--- src/hw/dsu_pkg.sv ---
// Constants shared by the debug serial unit receiver and its baud generator.
package dsu_pkg;

    // ------------------------------------------------------------------
    // Register bus
    // ------------------------------------------------------------------
    localparam int ADDR_W = 8;
    localparam int DATA_W = 32;
    localparam logic [7:0] OFS_CTRL = 8'h00;
    localparam logic [7:0] OFS_MODE = 8'h04;
    localparam logic [7:0] OFS_IEN = 8'h08;
    localparam logic [7:0] OFS_STAT = 8'h0C;
    localparam logic [7:0] OFS_HOLD = 8'h10;
    localparam logic [7:0] OFS_BAUD = 8'h14;
    localparam logic [7:0] OFS_FRST = 8'h18;

    // ------------------------------------------------------------------
    // Control command bits
    // ------------------------------------------------------------------
    localparam int CMD_RX_RESET = 2;
    localparam int CMD_RX_ENABLE = 4;
    localparam int CMD_RX_DISABLE = 5;
    localparam int CMD_CLEAR_STATUS = 8;

    // ------------------------------------------------------------------
    // Status bits
    // ------------------------------------------------------------------
    localparam int ST_RX_READY = 0;
    localparam int ST_RX_ENABLED = 1;
    localparam int ST_OVERRUN = 5;
    localparam int ST_FRAME = 6;
    localparam int ST_PARITY = 7;
    localparam int ST_COMM_TX = 30;
    localparam int ST_COMM_RX = 31;

    // ------------------------------------------------------------------
    // Mode and widths
    // ------------------------------------------------------------------
    localparam int PAR_LSB = 0;
    localparam int PAR_W = 3;
    localparam logic [2:0] PAR_EVEN = 3'h0;
    localparam logic [2:0] PAR_ODD = 3'h1;
    localparam logic [2:0] PAR_SPACE = 3'h2;
    localparam logic [2:0] PAR_MARK = 3'h3;
    localparam logic [2:0] PAR_RESET = 3'h4;
    localparam int DIV_W = 16;
    localparam int CHAR_W = 8;

    // ------------------------------------------------------------------
    // Sampling timing, in sampling-clock ticks counted from the falling edge
    // ------------------------------------------------------------------
    localparam int OVERSAMPLE = 16;
    localparam logic [4:0] START_QUAL = 5'h07;
    localparam logic [4:0] FIRST_SAMPLE = 5'h18;
    localparam logic [4:0] SAMPLE_LAST = FIRST_SAMPLE - 5'h01;
    localparam logic [4:0] SAMPLE_RELOAD = FIRST_SAMPLE - 5'(OVERSAMPLE);
    localparam logic [2:0] LAST_BIT = 3'h7;

    // ------------------------------------------------------------------
    // Receiver states, Gray coded along the path
    // ------------------------------------------------------------------
    typedef enum logic [1:0] {
        RX_OFF = 2'h0,
        RX_HUNT = 2'h1,
        RX_DATA = 2'h3,
        RX_STOP = 2'h2
    } dsu_rx_state_t;

endpackage

--- src/hw/dsu_baud_if.sv ---
// Link between the receiver and its baud rate generator.
`timescale 1ns/10ps
`default_nettype none
interface dsu_baud_if;
    logic [dsu_pkg::DIV_W-1:0] divisor;
    logic tick;
    modport gen (input divisor, output tick);
    modport user (output divisor, input tick);
endinterface
`default_nettype wire

--- src/hw/dsu_baud_gen.sv ---
// Baud rate generator producing the sixteen-times sampling tick.
`timescale 1ns/10ps
`default_nettype none
module dsu_baud_gen
(
    // Clock and reset
    input wire logic clock_i,
    input wire logic rst_n_i,
    // Divisor in, tick out
    dsu_baud_if.gen baud
);

    logic [dsu_pkg::DIV_W-1:0] cnt_r;
    logic tick_r;

    // ------------------------------------------------------------------
    // Divider
    // ------------------------------------------------------------------
    // One tick every divisor clocks gives sixteen ticks per bit. A zero
    // divisor holds the counter so no tick is ever produced.
    always_ff @(posedge clock_i or negedge rst_n_i)
    begin
        if (!rst_n_i)
        begin
            cnt_r <= '0;
            tick_r <= 1'b0;
        end
        else if (baud.divisor == '0)
        begin
            cnt_r <= '0;
            tick_r <= 1'b0;
        end
        else if (cnt_r >= baud.divisor - 16'h0001)
        begin
            cnt_r <= '0;
            tick_r <= 1'b1;
        end
        else
        begin
            cnt_r <= cnt_r + 16'h0001;
            tick_r <= 1'b0;
        end
    end

    assign baud.tick = tick_r;

endmodule // dsu_baud_gen
`default_nettype wire

--- src/hw/dsu_uart.sv ---
// Debug serial unit: register port, receiver, debug channel status and test reset force.
`timescale 1ns/10ps
`default_nettype none
// ----------------------------------------------------------------------
// ----------------------------------------------------------------------
module dsu_uart
(
    // Clock and reset
    input wire logic clock_i,
    input wire logic nrst_i,
    // Register port
    input wire logic [dsu_pkg::ADDR_W-1:0] addr_i,
    input wire logic [dsu_pkg::DATA_W-1:0] wdata_i,
    input wire logic wr_i,
    input wire logic rd_i,
    output logic [dsu_pkg::DATA_W-1:0] rdata_o,
    // Serial pins
    input wire logic serial_rx_pin_i,
    output logic serial_tx_pin_o,
    // Debug comms channel and emulator reset
    input wire logic comm_rx_full_i,
    input wire logic comm_tx_full_i,
    output logic emulator_test_reset_n_o,
    // Interrupt
    output logic irq_o
);

    // ------------------------------------------------------------------
    // Reset synchroniser
    // ------------------------------------------------------------------
    logic rst_meta_r;
    logic rst_n;

    always_ff @(posedge clock_i or negedge nrst_i)
    begin
        if (!nrst_i)
        begin
            rst_meta_r <= 1'b0;
            rst_n <= 1'b0;
        end
        else
        begin
            rst_meta_r <= 1'b1;
            rst_n <= rst_meta_r;
        end
    end

    // ------------------------------------------------------------------
    // Input synchronisers
    // ------------------------------------------------------------------
    logic [2:0] in_meta_r;
    logic [2:0] in_sync_r;
    logic rx_line;
    logic comm_rx;
    logic comm_tx;

    always_ff @(posedge clock_i or negedge rst_n)
    begin
        if (!rst_n)
        begin
            in_meta_r <= 3'h7;
            in_sync_r <= 3'h7;
        end
        else
        begin
            in_meta_r <= {comm_tx_full_i, comm_rx_full_i, serial_rx_pin_i};
            in_sync_r <= in_meta_r;
        end
    end

    assign rx_line = in_sync_r[0];
    assign comm_rx = in_sync_r[1];
    assign comm_tx = in_sync_r[2];

    // ------------------------------------------------------------------
    // Register write and hold read decode
    // ------------------------------------------------------------------
    function automatic logic hit(input logic [dsu_pkg::ADDR_W-1:0] a, input logic [7:0] ofs);
        hit = (a == ofs);
    endfunction

    logic cmd_wr;
    logic cmd_reset;
    logic cmd_enable;
    logic cmd_disable;
    logic cmd_clear;
    logic hold_read;

    assign cmd_wr = wr_i && hit(addr_i, dsu_pkg::OFS_CTRL);
    assign cmd_reset = cmd_wr && wdata_i[dsu_pkg::CMD_RX_RESET];
    assign cmd_enable = cmd_wr && wdata_i[dsu_pkg::CMD_RX_ENABLE];
    assign cmd_disable = cmd_wr && wdata_i[dsu_pkg::CMD_RX_DISABLE];
    assign cmd_clear = cmd_wr && wdata_i[dsu_pkg::CMD_CLEAR_STATUS];
    assign hold_read = rd_i && hit(addr_i, dsu_pkg::OFS_HOLD);

    // ------------------------------------------------------------------
    // Configuration registers
    // ------------------------------------------------------------------
    logic [dsu_pkg::PAR_W-1:0] parity_type_field_r;
    logic [dsu_pkg::DATA_W-1:0] ien_r;
    logic force_test_reset_r;

    always_ff @(posedge clock_i or negedge rst_n)
    begin
        if (!rst_n)
        begin
            parity_type_field_r <= dsu_pkg::PAR_RESET;
            ien_r <= '0;
            force_test_reset_r <= 1'b0;
        end
        else if (wr_i)
        begin
            if (hit(addr_i, dsu_pkg::OFS_MODE))
            begin
                parity_type_field_r <= wdata_i[dsu_pkg::PAR_LSB +: dsu_pkg::PAR_W];
            end
            if (hit(addr_i, dsu_pkg::OFS_IEN))
            begin
                ien_r <= wdata_i;
            end
            if (hit(addr_i, dsu_pkg::OFS_FRST))
            begin
                force_test_reset_r <= wdata_i[0];
            end
        end
    end

    // ------------------------------------------------------------------
    // Baud generator
    // ------------------------------------------------------------------
    dsu_baud_if baud ();
    logic [dsu_pkg::DIV_W-1:0] baud_divisor_r;

    always_ff @(posedge clock_i or negedge rst_n)
    begin
        if (!rst_n)
        begin
            baud_divisor_r <= '0;
        end
        else if (wr_i && hit(addr_i, dsu_pkg::OFS_BAUD))
        begin
            baud_divisor_r <= wdata_i[dsu_pkg::DIV_W-1:0];
        end
    end

    assign baud.divisor = baud_divisor_r;

    // The receiver and the (unimplemented) transmitter share this tick.
    dsu_baud_gen u_baud (
        .clock_i(clock_i),
        .rst_n_i(rst_n),
        .baud(baud.gen)
    );

    // ------------------------------------------------------------------
    // Receiver state machine
    // ------------------------------------------------------------------
    dsu_pkg::dsu_rx_state_t state_r;
    logic rx_en_r;
    logic [4:0] phase_r;
    logic [2:0] bit_r;
    logic [dsu_pkg::CHAR_W-1:0] shift_r;
    logic par_bit_r;
    logic par_phase_r;
    logic parity_on;
    logic sample_now;
    logic char_done;

    assign parity_on = !parity_type_field_r[2];
    assign sample_now = baud.tick && (phase_r == dsu_pkg::SAMPLE_LAST);
    assign char_done = (state_r == dsu_pkg::RX_STOP) && sample_now;

    // Disable wins over enable when both are written together.
    always_ff @(posedge clock_i or negedge rst_n)
    begin
        if (!rst_n)
        begin
            rx_en_r <= 1'b0;
        end
        else if (cmd_reset || cmd_disable)
        begin
            rx_en_r <= 1'b0;
        end
        else if (cmd_enable)
        begin
            rx_en_r <= 1'b1;
        end
    end

    always_ff @(posedge clock_i or negedge rst_n)
    begin
        if (!rst_n)
        begin
            state_r <= dsu_pkg::RX_OFF;
            phase_r <= '0;
            bit_r <= '0;
            shift_r <= '0;
            par_bit_r <= 1'b0;
            par_phase_r <= 1'b0;
        end
        else if (cmd_reset)
        begin
            state_r <= dsu_pkg::RX_OFF;
            phase_r <= '0;
        end
        else
        begin
            case (state_r)
                dsu_pkg::RX_OFF:
                begin
                    phase_r <= '0;
                    if (cmd_enable && !cmd_disable)
                    begin
                        state_r <= dsu_pkg::RX_HUNT;
                    end
                end
                dsu_pkg::RX_HUNT:
                begin
                    if (cmd_disable)
                    begin
                        state_r <= dsu_pkg::RX_OFF;
                        phase_r <= '0;
                    end
                    else if (baud.tick)
                    begin
                        if (rx_line)
                        begin
                            phase_r <= '0;
                        end
                        else if (phase_r == dsu_pkg::START_QUAL)
                        begin
                            // Eighth low tick: the start bit is valid.
                            state_r <= dsu_pkg::RX_DATA;
                            phase_r <= phase_r + 5'h01;
                            bit_r <= '0;
                            par_phase_r <= 1'b0;
                        end
                        else
                        begin
                            phase_r <= phase_r + 5'h01;
                        end
                    end
                end
                dsu_pkg::RX_DATA:
                begin
                    if (baud.tick)
                    begin
                        phase_r <= phase_r + 5'h01;
                    end
                    if (sample_now)
                    begin
                        phase_r <= dsu_pkg::SAMPLE_RELOAD;
                        if (par_phase_r)
                        begin
                            par_bit_r <= rx_line;
                            state_r <= dsu_pkg::RX_STOP;
                        end
                        else
                        begin
                            shift_r <= {rx_line, shift_r[dsu_pkg::CHAR_W-1:1]};
                            bit_r <= bit_r + 3'h1;
                            if (bit_r == dsu_pkg::LAST_BIT)
                            begin
                                par_phase_r <= parity_on;
                                if (!parity_on)
                                begin
                                    state_r <= dsu_pkg::RX_STOP;
                                end
                            end
                        end
                    end
                end
                dsu_pkg::RX_STOP:
                begin
                    if (baud.tick)
                    begin
                        phase_r <= phase_r + 5'h01;
                    end
                    if (sample_now)
                    begin
                        phase_r <= '0;
                        // A pending disable takes effect only here.
                        // A command written in this very cycle is honoured as well.
                        state_r <= ((rx_en_r || cmd_enable) && !cmd_disable)
                            ? dsu_pkg::RX_HUNT : dsu_pkg::RX_OFF;
                    end
                end
                default:
                begin
                    state_r <= dsu_pkg::RX_OFF;
                    phase_r <= '0;
                end
            endcase
        end
    end

    // ------------------------------------------------------------------
    // Parity check
    // ------------------------------------------------------------------
    logic par_expect;
    logic par_bad;

    always_comb
    begin
        case (parity_type_field_r)
            dsu_pkg::PAR_EVEN: par_expect = ^shift_r;
            dsu_pkg::PAR_ODD: par_expect = ~^shift_r;
            dsu_pkg::PAR_SPACE: par_expect = 1'b0;
            dsu_pkg::PAR_MARK: par_expect = 1'b1;
            default: par_expect = par_bit_r;
        endcase
    end

    assign par_bad = parity_on && (par_bit_r != par_expect);

    // ------------------------------------------------------------------
    // Holding register and status flags
    // ------------------------------------------------------------------
    logic [dsu_pkg::CHAR_W-1:0] rx_holding_reg_r;
    logic rx_ready_flag_r;
    logic rx_overrun_flag_r;
    logic rx_parity_error_flag_r;
    logic rx_frame_error_flag_r;

    always_ff @(posedge clock_i or negedge rst_n)
    begin
        if (!rst_n)
        begin
            rx_holding_reg_r <= '0;
        end
        else if (char_done)
        begin
            rx_holding_reg_r <= shift_r;
        end
    end

    // A completing character in the same cycle as a read keeps ready set.
    always_ff @(posedge clock_i or negedge rst_n)
    begin
        if (!rst_n)
        begin
            rx_ready_flag_r <= 1'b0;
        end
        else if (char_done)
        begin
            rx_ready_flag_r <= 1'b1;
        end
        else if (hold_read)
        begin
            rx_ready_flag_r <= 1'b0;
        end
    end

    // Error flags are sticky; a new error in the clear cycle wins.
    always_ff @(posedge clock_i or negedge rst_n)
    begin
        if (!rst_n)
        begin
            rx_overrun_flag_r <= 1'b0;
            rx_parity_error_flag_r <= 1'b0;
            rx_frame_error_flag_r <= 1'b0;
        end
        else
        begin
            rx_overrun_flag_r <= (rx_overrun_flag_r && !cmd_clear)
                || (char_done && rx_ready_flag_r && !hold_read);
            rx_parity_error_flag_r <= (rx_parity_error_flag_r && !cmd_clear)
                || (char_done && par_bad);
            rx_frame_error_flag_r <= (rx_frame_error_flag_r && !cmd_clear)
                || (char_done && !rx_line);
        end
    end

    // ------------------------------------------------------------------
    // Status word, read data and interrupt
    // ------------------------------------------------------------------
    logic [dsu_pkg::DATA_W-1:0] status;

    always_comb
    begin
        status = '0;
        status[dsu_pkg::ST_RX_READY] = rx_ready_flag_r;
        status[dsu_pkg::ST_RX_ENABLED] = rx_en_r;
        status[dsu_pkg::ST_OVERRUN] = rx_overrun_flag_r;
        status[dsu_pkg::ST_FRAME] = rx_frame_error_flag_r;
        status[dsu_pkg::ST_PARITY] = rx_parity_error_flag_r;
        status[dsu_pkg::ST_COMM_TX] = comm_tx;
        status[dsu_pkg::ST_COMM_RX] = comm_rx;
    end

    always_ff @(posedge clock_i or negedge rst_n)
    begin
        if (!rst_n)
        begin
            rdata_o <= '0;
        end
        else if (rd_i)
        begin
            case (addr_i)
                dsu_pkg::OFS_MODE: rdata_o <= 32'(parity_type_field_r);
                dsu_pkg::OFS_IEN: rdata_o <= ien_r;
                dsu_pkg::OFS_STAT: rdata_o <= status;
                dsu_pkg::OFS_HOLD: rdata_o <= 32'(rx_holding_reg_r);
                dsu_pkg::OFS_BAUD: rdata_o <= 32'(baud_divisor_r);
                dsu_pkg::OFS_FRST: rdata_o <= 32'(force_test_reset_r);
                default: rdata_o <= '0;
            endcase
        end
        else
        begin
            rdata_o <= '0;
        end
    end

    always_ff @(posedge clock_i or negedge rst_n)
    begin
        if (!rst_n)
        begin
            irq_o <= 1'b0;
        end
        else
        begin
            irq_o <= |(status & ien_r);
        end
    end

    // ------------------------------------------------------------------
    // Pins
    // ------------------------------------------------------------------
    // The transmitter is outside this block; the line rests at idle high.
    assign serial_tx_pin_o = 1'b1;
    assign emulator_test_reset_n_o = !force_test_reset_r;

endmodule // dsu_uart
`default_nettype wire

--- config.mk ---
export PLATFORM = sky130hd
export DESIGN_NAME = dsu_uart
export DESIGN_NICKNAME = d
export VERILOG_FILES = /design/src/hw/dsu_pkg.sv /design/src/hw/dsu_baud_if.sv /design/src/hw/dsu_baud_gen.sv /design/src/hw/dsu_uart.sv
export SDC_FILE = /design/constraint.sdc
export NUM_CORES = 1
export LEC_CHECK = 0
export BUFFER_PORTS_ARGS = -buffer_cell sky130_fd_sc_hd__buf_4
export CORE_MARGIN = 10
export CORE_UTILIZATION = 50
export CTS_CLUSTER_SIZE = 30
export DETAILED_ROUTE_END_ITERATION = 8
export GPL_ROUTABILITY_DRIVEN = 0
export PLACE_DENSITY = 0.66
export SYNTH_ARGS = -nofsm -noshare
export SYNTH_HDL_FRONTEND = slang
export SYNTH_HIERARCHICAL = 1
export SYNTH_SLANG_ARGS = --single-unit
--- constraint.sdc ---
create_clock -name clock_i -period 8.3 [get_ports clock_i]
set_input_delay 1.66 -clock clock_i [delete_from_list [all_inputs] [get_ports clock_i]]
set_output_delay 1.66 -clock clock_i [all_outputs]
set_load 0.005 [all_outputs]
==> results.rst, run 1 <==
.. list-table::
   :header-rows: 1

   * - Metric
     - Value
   * - Outcome
     - complete, no violations
   * - Global-route usage over all layers
     - 0.168
   * - Internal power of the cells
     - 1.29 mW
   * - CP arrival
     - 3.84 ns
   * - Maximum number of pins on one net before global-route repair
     - 73
   * - Port Buf Inserts
     - 80
   * - Net switching fraction of the power
     - 0.236
   * - Final setup violation count
     - 0
   * - Crit path max fanout
     - 32
   * - Latest clock arrival within the worst-skew pair
     - 0.42 ns
   * - HPWL after detailed placement
     - 10500 um
   * - GRT overflow
     - 0
   * - Clk pwr share
     - 0.458
   * - Total negative slack for setup checks
     - 0 ns
   * - Cell at the slowest stage of the critical path
     - and3_1
   * - Wire length of the first global-routing pass
     - 24700 um
   * - Total number of nets in the final design
     - 716
   * - Hold Buf Count CTS
     - 0
   * - Num rows
     - 42
   * - Number of flops mapped to enable cells by yosys
     - 0
   * - Max-cap violations
     - 0
   * - Most common cell after layout, fill and taps aside
     - dfrtp_1
   * - Antenna fix cells
     - 0
   * - Final Util
     - 0.609
   * - Worst relative slew slack
     - 0.327
   * - Mapped Avg Cell Area
     - 11.8 sq um
   * - Adder and majority gate portion of the synthesized area
     - 0.0390
   * - Yosys reg bits
     - 143
   * - Number of fill cells
     - 1112
   * - Most used flip-flop cell after synthesis
     - dfrtp_1
   * - Number of warnings printed during yosys synthesis
     - 6
   * - Worst flop-to-flop path startpoint
     - baud.divisor[0]
   * - Vias post-DR
     - 4625
   * - CTS Buf Count
     - 17
   * - Total Die Area
     - 18500 sq um
   * - Initial Util
     - 0.508
   * - Clock-pin slew reported for the worst setup and hold paths after clock tree synthesis
     - 0.05 ns
   * - Net load switching power
     - 0.400 mW
   * - Stage delay of the slowest cell on the critical path
     - 0.84 ns
   * - Combinational family with the most area after synthesis
     - simple AND/OR/NAND/NOR gates
   * - Clock Sink Count
     - 143
   * - Detailed route wirelength on metal3
     - 642 um
   * - Beginning of the worst hold path
     - in_meta_r[2]
   * - CTS root buf
     - clkbuf_16
   * - Required time worst endpoint
     - 8.59 ns
   * - Buf/Inv on CP
     - 2
   * - Multiplexer area fraction after synthesis
     - 0.127
   * - Final clock period utilization by the worst path
     - 0.427
   * - Placed Area
     - 7450 sq um
   * - Crit Path Category
     - primary input to flop
   * - CTS tree
     - yes
   * - Commonest cells after routing, fill and taps aside
     - dfrtp_1 (135), buf_4 (82), mux2_2 (69)
   * - Final critical delay including setup and external delays
     - 3.54 ns
   * - Worst clock skew
     - 0.00857 ns
   * - Die height
     - 136 um
   * - Std-Cell Core Area
     - 13200 sq um
   * - Count of instances resized after the clock tree is built
     - 0
   * - CP top delay family
     - simple AND/OR/NAND/NOR gates
   * - Proportion of synthesized flip-flops having asynchronous set or reset
     - 1.00
   * - Share of layout cells above drive strength 1
     - 0.325
   * - Max Clk Rate
     - 282 MHz
   * - Post-Syn Instances
     - 570
   * - Levels on crit path
     - 6
   * - Routed metal-1 wire length
     - 6780 um
   * - Starting DRC count in detailed routing
     - 280
   * - Post-detailed-route via-to-cell ratio
     - 5.53
   * - Routed length on met2
     - 7410 um
   * - Post-CTS setup-driven buffer insertion count
     - 0
   * - Simple-gate share of the synthesized area
     - 0.146
   * - Fraction of the yosys area taken by sequential cells
     - 0.533
   * - Cells traversed along the worst timing path
     - buf_4 -> nor3_1 -> and3_1 -> nand2_1 -> buf_4 -> mux2_1
   * - Tightest Pin Transition
     - 1.01 ns
   * - Library cell appearing most often on the critical path
     - buf_4
   * - DR pass1 iterations
     - 6
   * - Synthesized-area fraction occupied by ao, oa, aoi and oai cells
     - 0.0836
   * - Number of global-route vias before repair
     - 4859
   * - Nature of the critical path endpoint
     - flop
   * - Reg2reg path depth
     - 12
   * - Depth of the worst hold-timing path
     - 0
   * - RSZ-0062 raised after global routing
     - false
   * - Dpl ws
     - 4.36 ns
   * - Highest signal layer in the routed design
     - met4
   * - Final Slew Violations
     - 0
   * - Area of all placed cells without fillers
     - 8060 sq um
   * - Final-report hold violation count
     - 0
   * - VDD IR max
     - 0.143 mV
   * - Avg WL per Cell
     - 18.0 um
   * - Area used by sequential logic in the layout
     - 3590 sq um
   * - Total number of H-tree levels
     - 4
   * - Launching instance or port of the critical path
     - addr_i[2]
   * - Clock Tree Buf Depth
     - 2
   * - Fraction of synthesized cell area in xor and xnor cells
     - 0.0481
   * - Power per cell area
     - 210 nW/um^2
   * - Layout overhead on the synthesized area
     - 19.7%
   * - Library cells used by synthesis
     - 63
   * - Remaining number of nets flagged by the antenna check after routing
     - 0
   * - Top-level port count
     - 82
   * - Static Leak
     - 4.00 nW
   * - Combinational share of power
     - 0.097
   * - Multi-input gate area in the final layout
     - 2990 sq um
   * - Area of the mapped netlist
     - 6730 sq um
   * - Number of antenna violations at the first check in global routing
     - 0
   * - Register share of total power
     - 0.445
   * - DRT Wirelength
     - 15000 um
   * - Crit path launch type
     - primary input
   * - Post-layout worst setup margin
     - 4.76 ns
   * - Hold/Removal Path Class
     - flop to flop
   * - Die width
     - 136 um
   * - Residual DRC count
     - 0
-- Yosys cell counts, types with 2 or more instances --
master,instances,share of area
mux2_2,69,0.12
and3_1,25,0.023
a31oi_1,2,0.0019
and4_1,2,0.0026
a21oi_1,19,0.014
xor2_1,15,0.020
dfstp_2,7,0.027
o31ai_1,2,0.0022
or4_4,2,0.0033
a22o_1,9,0.012
or3_4,2,0.0033
mux2i_1,2,0.0030
nor2_2,10,0.0093
nand4_1,8,0.0074
a211o_1,4,0.0052
nor2b_1,7,0.0065
nor4_1,2,0.0019
nand2b_1,4,0.0037
and2_1,3,0.0028
xnor2_1,22,0.029
nor3_1,12,0.0089
nand2_1,49,0.027
nor2_1,30,0.017
inv_1,8,0.0045
a21boi_0,2,0.0022
clkbuf_1,15,0.0084
mux2_4,3,0.0067
ha_1,21,0.039
o211ai_1,2,0.0022
dfrtp_1,136,0.51
o21ai_0,18,0.013
a22oi_1,6,0.0067
a222oi_1,5,0.0074
nand3_1,13,0.0097
buf_2,5,0.0037
nor3b_1,2,0.0022
-- flip-flops by register name, indices dropped and copies added (netlist names), 5 cells and up --
name and count:
ien_r 32, rdata_o 32, baud.divisor 16, u_baud/cnt_r 16
rx_holding_reg_r 8, shift_r 8, phase_r 5
-- power groups by stage --
stage | clock network, mW | registers [mW] | logic, mW
floorplan | 0 | 0.761 | 0.120
global placement | 0 | 0.765 | 0.157
finish | 0.776 | 0.754 | 0.164
CTS | 0.790 | 0.754 | 0.166
global route | 0.829 | 0.758 | 0.184
detailed placement | 0 | 0.766 | 0.164
-- final timing paths --
kind	to	slack (ns)
max	ien_r[8]	4.76
min	in_sync_r[2]	0.36
max reg2reg	u_baud/cnt_r[2]	4.85
min reg2reg	in_sync_r[2]	0.36
max in group asynchronous	u_baud/cnt_r[13]	6.43
min in group asynchronous	shift_r[0]	0.43
-- metrics by stage --
step,hold slack (ns),std cells,power (mW)
finish,0.355,837,1.69
floorplan,0.331,571,0.881
detailed placement,0.336,805,0.930
CTS,0.358,837,1.71
global placement,0.336,805,0.922
global route,0.363,837,1.77
-- cell type report --
class / instances / area share
timing repair buffer: 82 / 0.0764
sequential: 143 / 0.445
clock inverter: 10 / 0.0168
multi-input combinational: 395 / 0.371
tap: 176 / 0.0273
clock buffer: 22 / 0.0588
inverter: 9 / 0.00419
-- logic make-up after synthesis --
| family | after synthesis |
|---|---|
| and+or+nand+nor | 180 |
| DFF | 143 |
| AOI/OAI and AO/OA | 80 |
| muxes | 75 |
| xor gates and xnor gates | 37 |
| buffers and inverters | 33 |
| adders and majority gates | 21 |
| other | 1 |
-- layer usage --
layer  track usage  vias to the layer above
met4        0.0568                        0
met1         0.210                     2310
met5             0                        -
met3        0.0461                       17
met2         0.273                      103
li1              -                     2195
No activity file was read; power rests on OpenSTA's default activity.
==> run 2: changes to the inputs <==
--- a/config.mk
+++ b/config.mk
@@ -11,7 +11,7 @@
 export CTS_CLUSTER_SIZE = 30
 export DETAILED_ROUTE_END_ITERATION = 8
 export GPL_ROUTABILITY_DRIVEN = 0
-export PLACE_DENSITY = 0.66
+export PLACE_DENSITY = 0.69
 export SYNTH_ARGS = -nofsm -noshare
 export SYNTH_HDL_FRONTEND = slang
 export SYNTH_HIERARCHICAL = 1
==> constraint.sdc (replaced) <==
create_clock -name clock_i -period 3.25 [get_ports clock_i]
set_input_delay 0.65 -clock clock_i [delete_from_list [all_inputs] [get_ports clock_i]]
set_output_delay 0.65 -clock clock_i [all_outputs]
set_load 0.005 [all_outputs]
==> run 2 against run 1 <==
Net effect: global-route usage grew 0.083 points; utilization up 0.91 points; sequential share of layout area shrank 0.65 points; hold slack got worse by 0.12 ns; design area grew 1.5%; wire length up 2.7%; setup slack got worse by 4.6 ns; clock skew fell by 0.0022 ns; clock power rose by 150%; critical path depth increased by 8; die area unchanged.
==> results.rst, run 2 (same netlist as run 1, synthesis figures left out) <==
.. list-table::
   :header-rows: 1

   * - Metric
     - Value
   * - CTS root buf
     - clkbuf_16 (unchanged)
   * - Commonest cells after routing, fill and taps aside
     - dfrtp_1 (135), buf_4 (90), mux2_2 (69) (was dfrtp_1 (135), buf_4 (82), mux2_2 (69))
   * - Final Slew Violations
     - 0 (unchanged)
   * - End of the worst register-to-register path
     - u_baud/cnt_r[2] (unchanged)
   * - GRT overflow
     - 0 (unchanged)
   * - CTS tree
     - yes (unchanged)
   * - Hold/Removal Path Class
     - flop to asynchronous set/reset pin (was flop to flop)
   * - Share of layout cells above drive strength 1
     - 0.347 (was 0.325)
   * - Antenna fix cells
     - 0 (unchanged)
   * - Crit path capture
     - u_baud/cnt_r[2] (was ien_r[8])
   * - Nature of the critical path endpoint
     - flop (unchanged)
   * - Total negative slack for setup checks
     - 0 ns (unchanged)
   * - Clock Tree Buf Depth
     - 2 (unchanged)
   * - Reg2reg path depth
     - 14 (was 12)
   * - Global-route usage over all layers
     - 0.168 (about the same)
   * - Worst flop-to-flop path startpoint
     - baud.divisor[0] (unchanged)
   * - Total number of H-tree levels
     - 4 (unchanged)
   * - Residual DRC count
     - 0 (unchanged)
   * - Required time worst endpoint
     - 3.59 ns (was 8.59 ns)
   * - Crit Path Category
     - flop to flop (was primary input to flop)
   * - Crit path max fanout
     - 16 (was 32)
   * - Vias post-DR
     - 4792 (was 4625)
   * - Final critical delay including setup and external delays
     - 3.12 ns
   * - Number of global-route vias before repair
     - 4874 (was 4859)
   * - CP arrival
     - 3.46 ns (was 3.84 ns)
   * - VDD IR max
     - 0.313 mV (was 0.143 mV)
   * - Worst clock skew
     - 0.00635 ns (was 0.00857 ns)
   * - Total number of nets in the final design
     - 727 (was 716)
   * - Maximum number of pins on one net before global-route repair
     - 83 (was 73)
   * - Die height
     - 136 um (unchanged)
   * - Latest clock arrival within the worst-skew pair
     - 0.42 ns (about the same)
   * - Max Clk Rate
     - 321 MHz
   * - Std-Cell Core Area
     - 13200 sq um (unchanged)
   * - Starting DRC count in detailed routing
     - 339 (was 280)
   * - Clock Sink Count
     - 143 (unchanged)
   * - Most common cell after layout, fill and taps aside
     - dfrtp_1 (unchanged)
   * - Post-detailed-route via-to-cell ratio
     - 5.65 (was 5.53)
   * - Clock-pin slew reported for the worst setup and hold paths after clock tree synthesis
     - 0.06 ns (was 0.05 ns)
   * - Outcome
     - complete, no violations (unchanged)
   * - Minimum setup slack among reg-to-reg paths
     - 0.13 ns (was 4.85 ns)
   * - Worst relative slew slack
     - 0.477 (was 0.327)
   * - Power per cell area
     - 528 nW/um^2 (was 210 nW/um^2)
   * - Avg WL per Cell
     - 18.2 um (was 18.0 um)
   * - Total power after layout
     - 4.32 mW (was 1.69 mW)
   * - Final clock period utilization by the worst path
     - 0.959
   * - Top-level port count
     - 82 (unchanged)
   * - Num rows
     - 42 (unchanged)
   * - Tightest Pin Transition
     - 0.783 ns (was 1.01 ns)
   * - Initial Util
     - 0.508 (unchanged)
   * - Number of antenna violations at the first check in global routing
     - 0 (unchanged)
   * - Static Leak
     - 4.05 nW (was 4.00 nW)
   * - Layout overhead on the synthesized area
     - 21.5% (was 19.7%)
   * - Total Die Area
     - 18500 sq um (unchanged)
   * - Max-cap violations
     - 0 (unchanged)
   * - Final setup violation count
     - 0 (unchanged)
   * - Remaining number of nets flagged by the antenna check after routing
     - 0 (unchanged)
   * - Wire length of the first global-routing pass
     - 24600 um (was 24700 um)
   * - DR pass1 iterations
     - 5 (was 6)
   * - CTS Buf Count
     - 17 (unchanged)
   * - Port Buf Inserts
     - 80 (unchanged)
   * - Launching instance or port of the critical path
     - baud.divisor[0] (was addr_i[2])
   * - DRT Wirelength
     - 15400 um (was 15000 um)
   * - HPWL after detailed placement
     - 11000 um (was 10500 um)
   * - Final-report hold violation count
     - 0 (unchanged)
   * - Die width
     - 136 um (unchanged)
   * - Crit path launch type
     - flop (was primary input)
   * - Top flop regs
     - ien_r (32), rdata_o (32) (unchanged)
[run 2: cell types whose count changed in the layout (fill, tap and decap cells not counted), sizes merged]
| cell | change |
|---|---|
| clkinvlp | +1 |
| inv | +5 |
| buf | +10 |
| clkinv | -1 |
| clkbuf | -4 |
| dlygate4sd3 | +1 |
| bufinv | -1 |
[run 2: layout make-up]
| class | count | area, sq um |
|---|---|---|
| Fill cell | 1078 | 5060 |
| Sequential cell | 143 | 3590 |
| Multi-Input combinational cell | 395 | 3030 |
| Timing Repair Buffer | 93 | 726 |
| Clock buffer | 18 | 429 |
| Tap cell | 176 | 220 |
| Clock inverter | 14 | 155 |
| Inverter | 9 | 33.8 |
[run 2: worst min-delay path by stage]
stage	start	endpoint	slack, ns	cells past startpoint
floorplan	rst_meta_r	rst_n	0.33	0
global placement	rst_n	shift_r[5]	0.25	0
detailed placement	rst_n	shift_r[6]	0.25	0
CTS	rst_n	shift_r[6]	0.25	0
global route	rst_n	shift_r[7]	0.28	0
finish	rst_n	shift_r[5]	0.24	0
[run 2: critical path, stage by stage, from the launching register on]
cell and delay (ns):
dfrtp_1 0.40, inv_1 0.09, ha_2 0.19, or4b_4 0.47
or3_4 0.38, nor2_2 0.14, xnor2_1 0.13, ha_1 0.28
nand4_1 0.14, nor3_2 0.07, buf_4 0.14, a21oi_4 0.17
nand4_4 0.12, buf_12 0.18, nor2_1 0.13
[run 2: metal layers]
metal	track usage	vias up	wire, um
met5	0	-	0
li1	-	2224	-
met2	0.279	147	7910
met3	0.0446	29	771
met4	0.0680	0	285
met1	0.205	2392	6480
[run 2: through the flow]
stage	area (sq um)	hold slack, ns	cells	util	worst slack, ns
4_1_cts	8120	0.251	846	0.613	0.0160
6_report	8180	0.236	848	0.618	0.134
3_3_place_gp	7520	0.252	813	0.568	0.130
3_5_place_dp	7520	0.253	813	0.568	0.00543
2_1_floorplan	6740	0.331	571	-	0.249
5_1_grt	8180	0.279	848	0.618	-0.0964
[run 2: what timing repair did]
item | in CTS | in global routing
gates resized for setup | 1 | 7
setup buffers | 0 | 2
gates cloned | 0 | 0
endpoints found under the setup margin | 1 | 16
hold buffers | 1 | 0
hold endpoints to repair | 2 | 0
pin swaps | 0 | 2
[run 2: power by group]
part	internal [mW]	switching [mW]	leakage [nW]	total [mW]
clock	1.14	0.789	0.270	1.93
sequential	1.84	0.0708	1.93	1.91
combinational	0.228	0.252	1.85	0.480
total	3.21	1.11	4.05	4.32
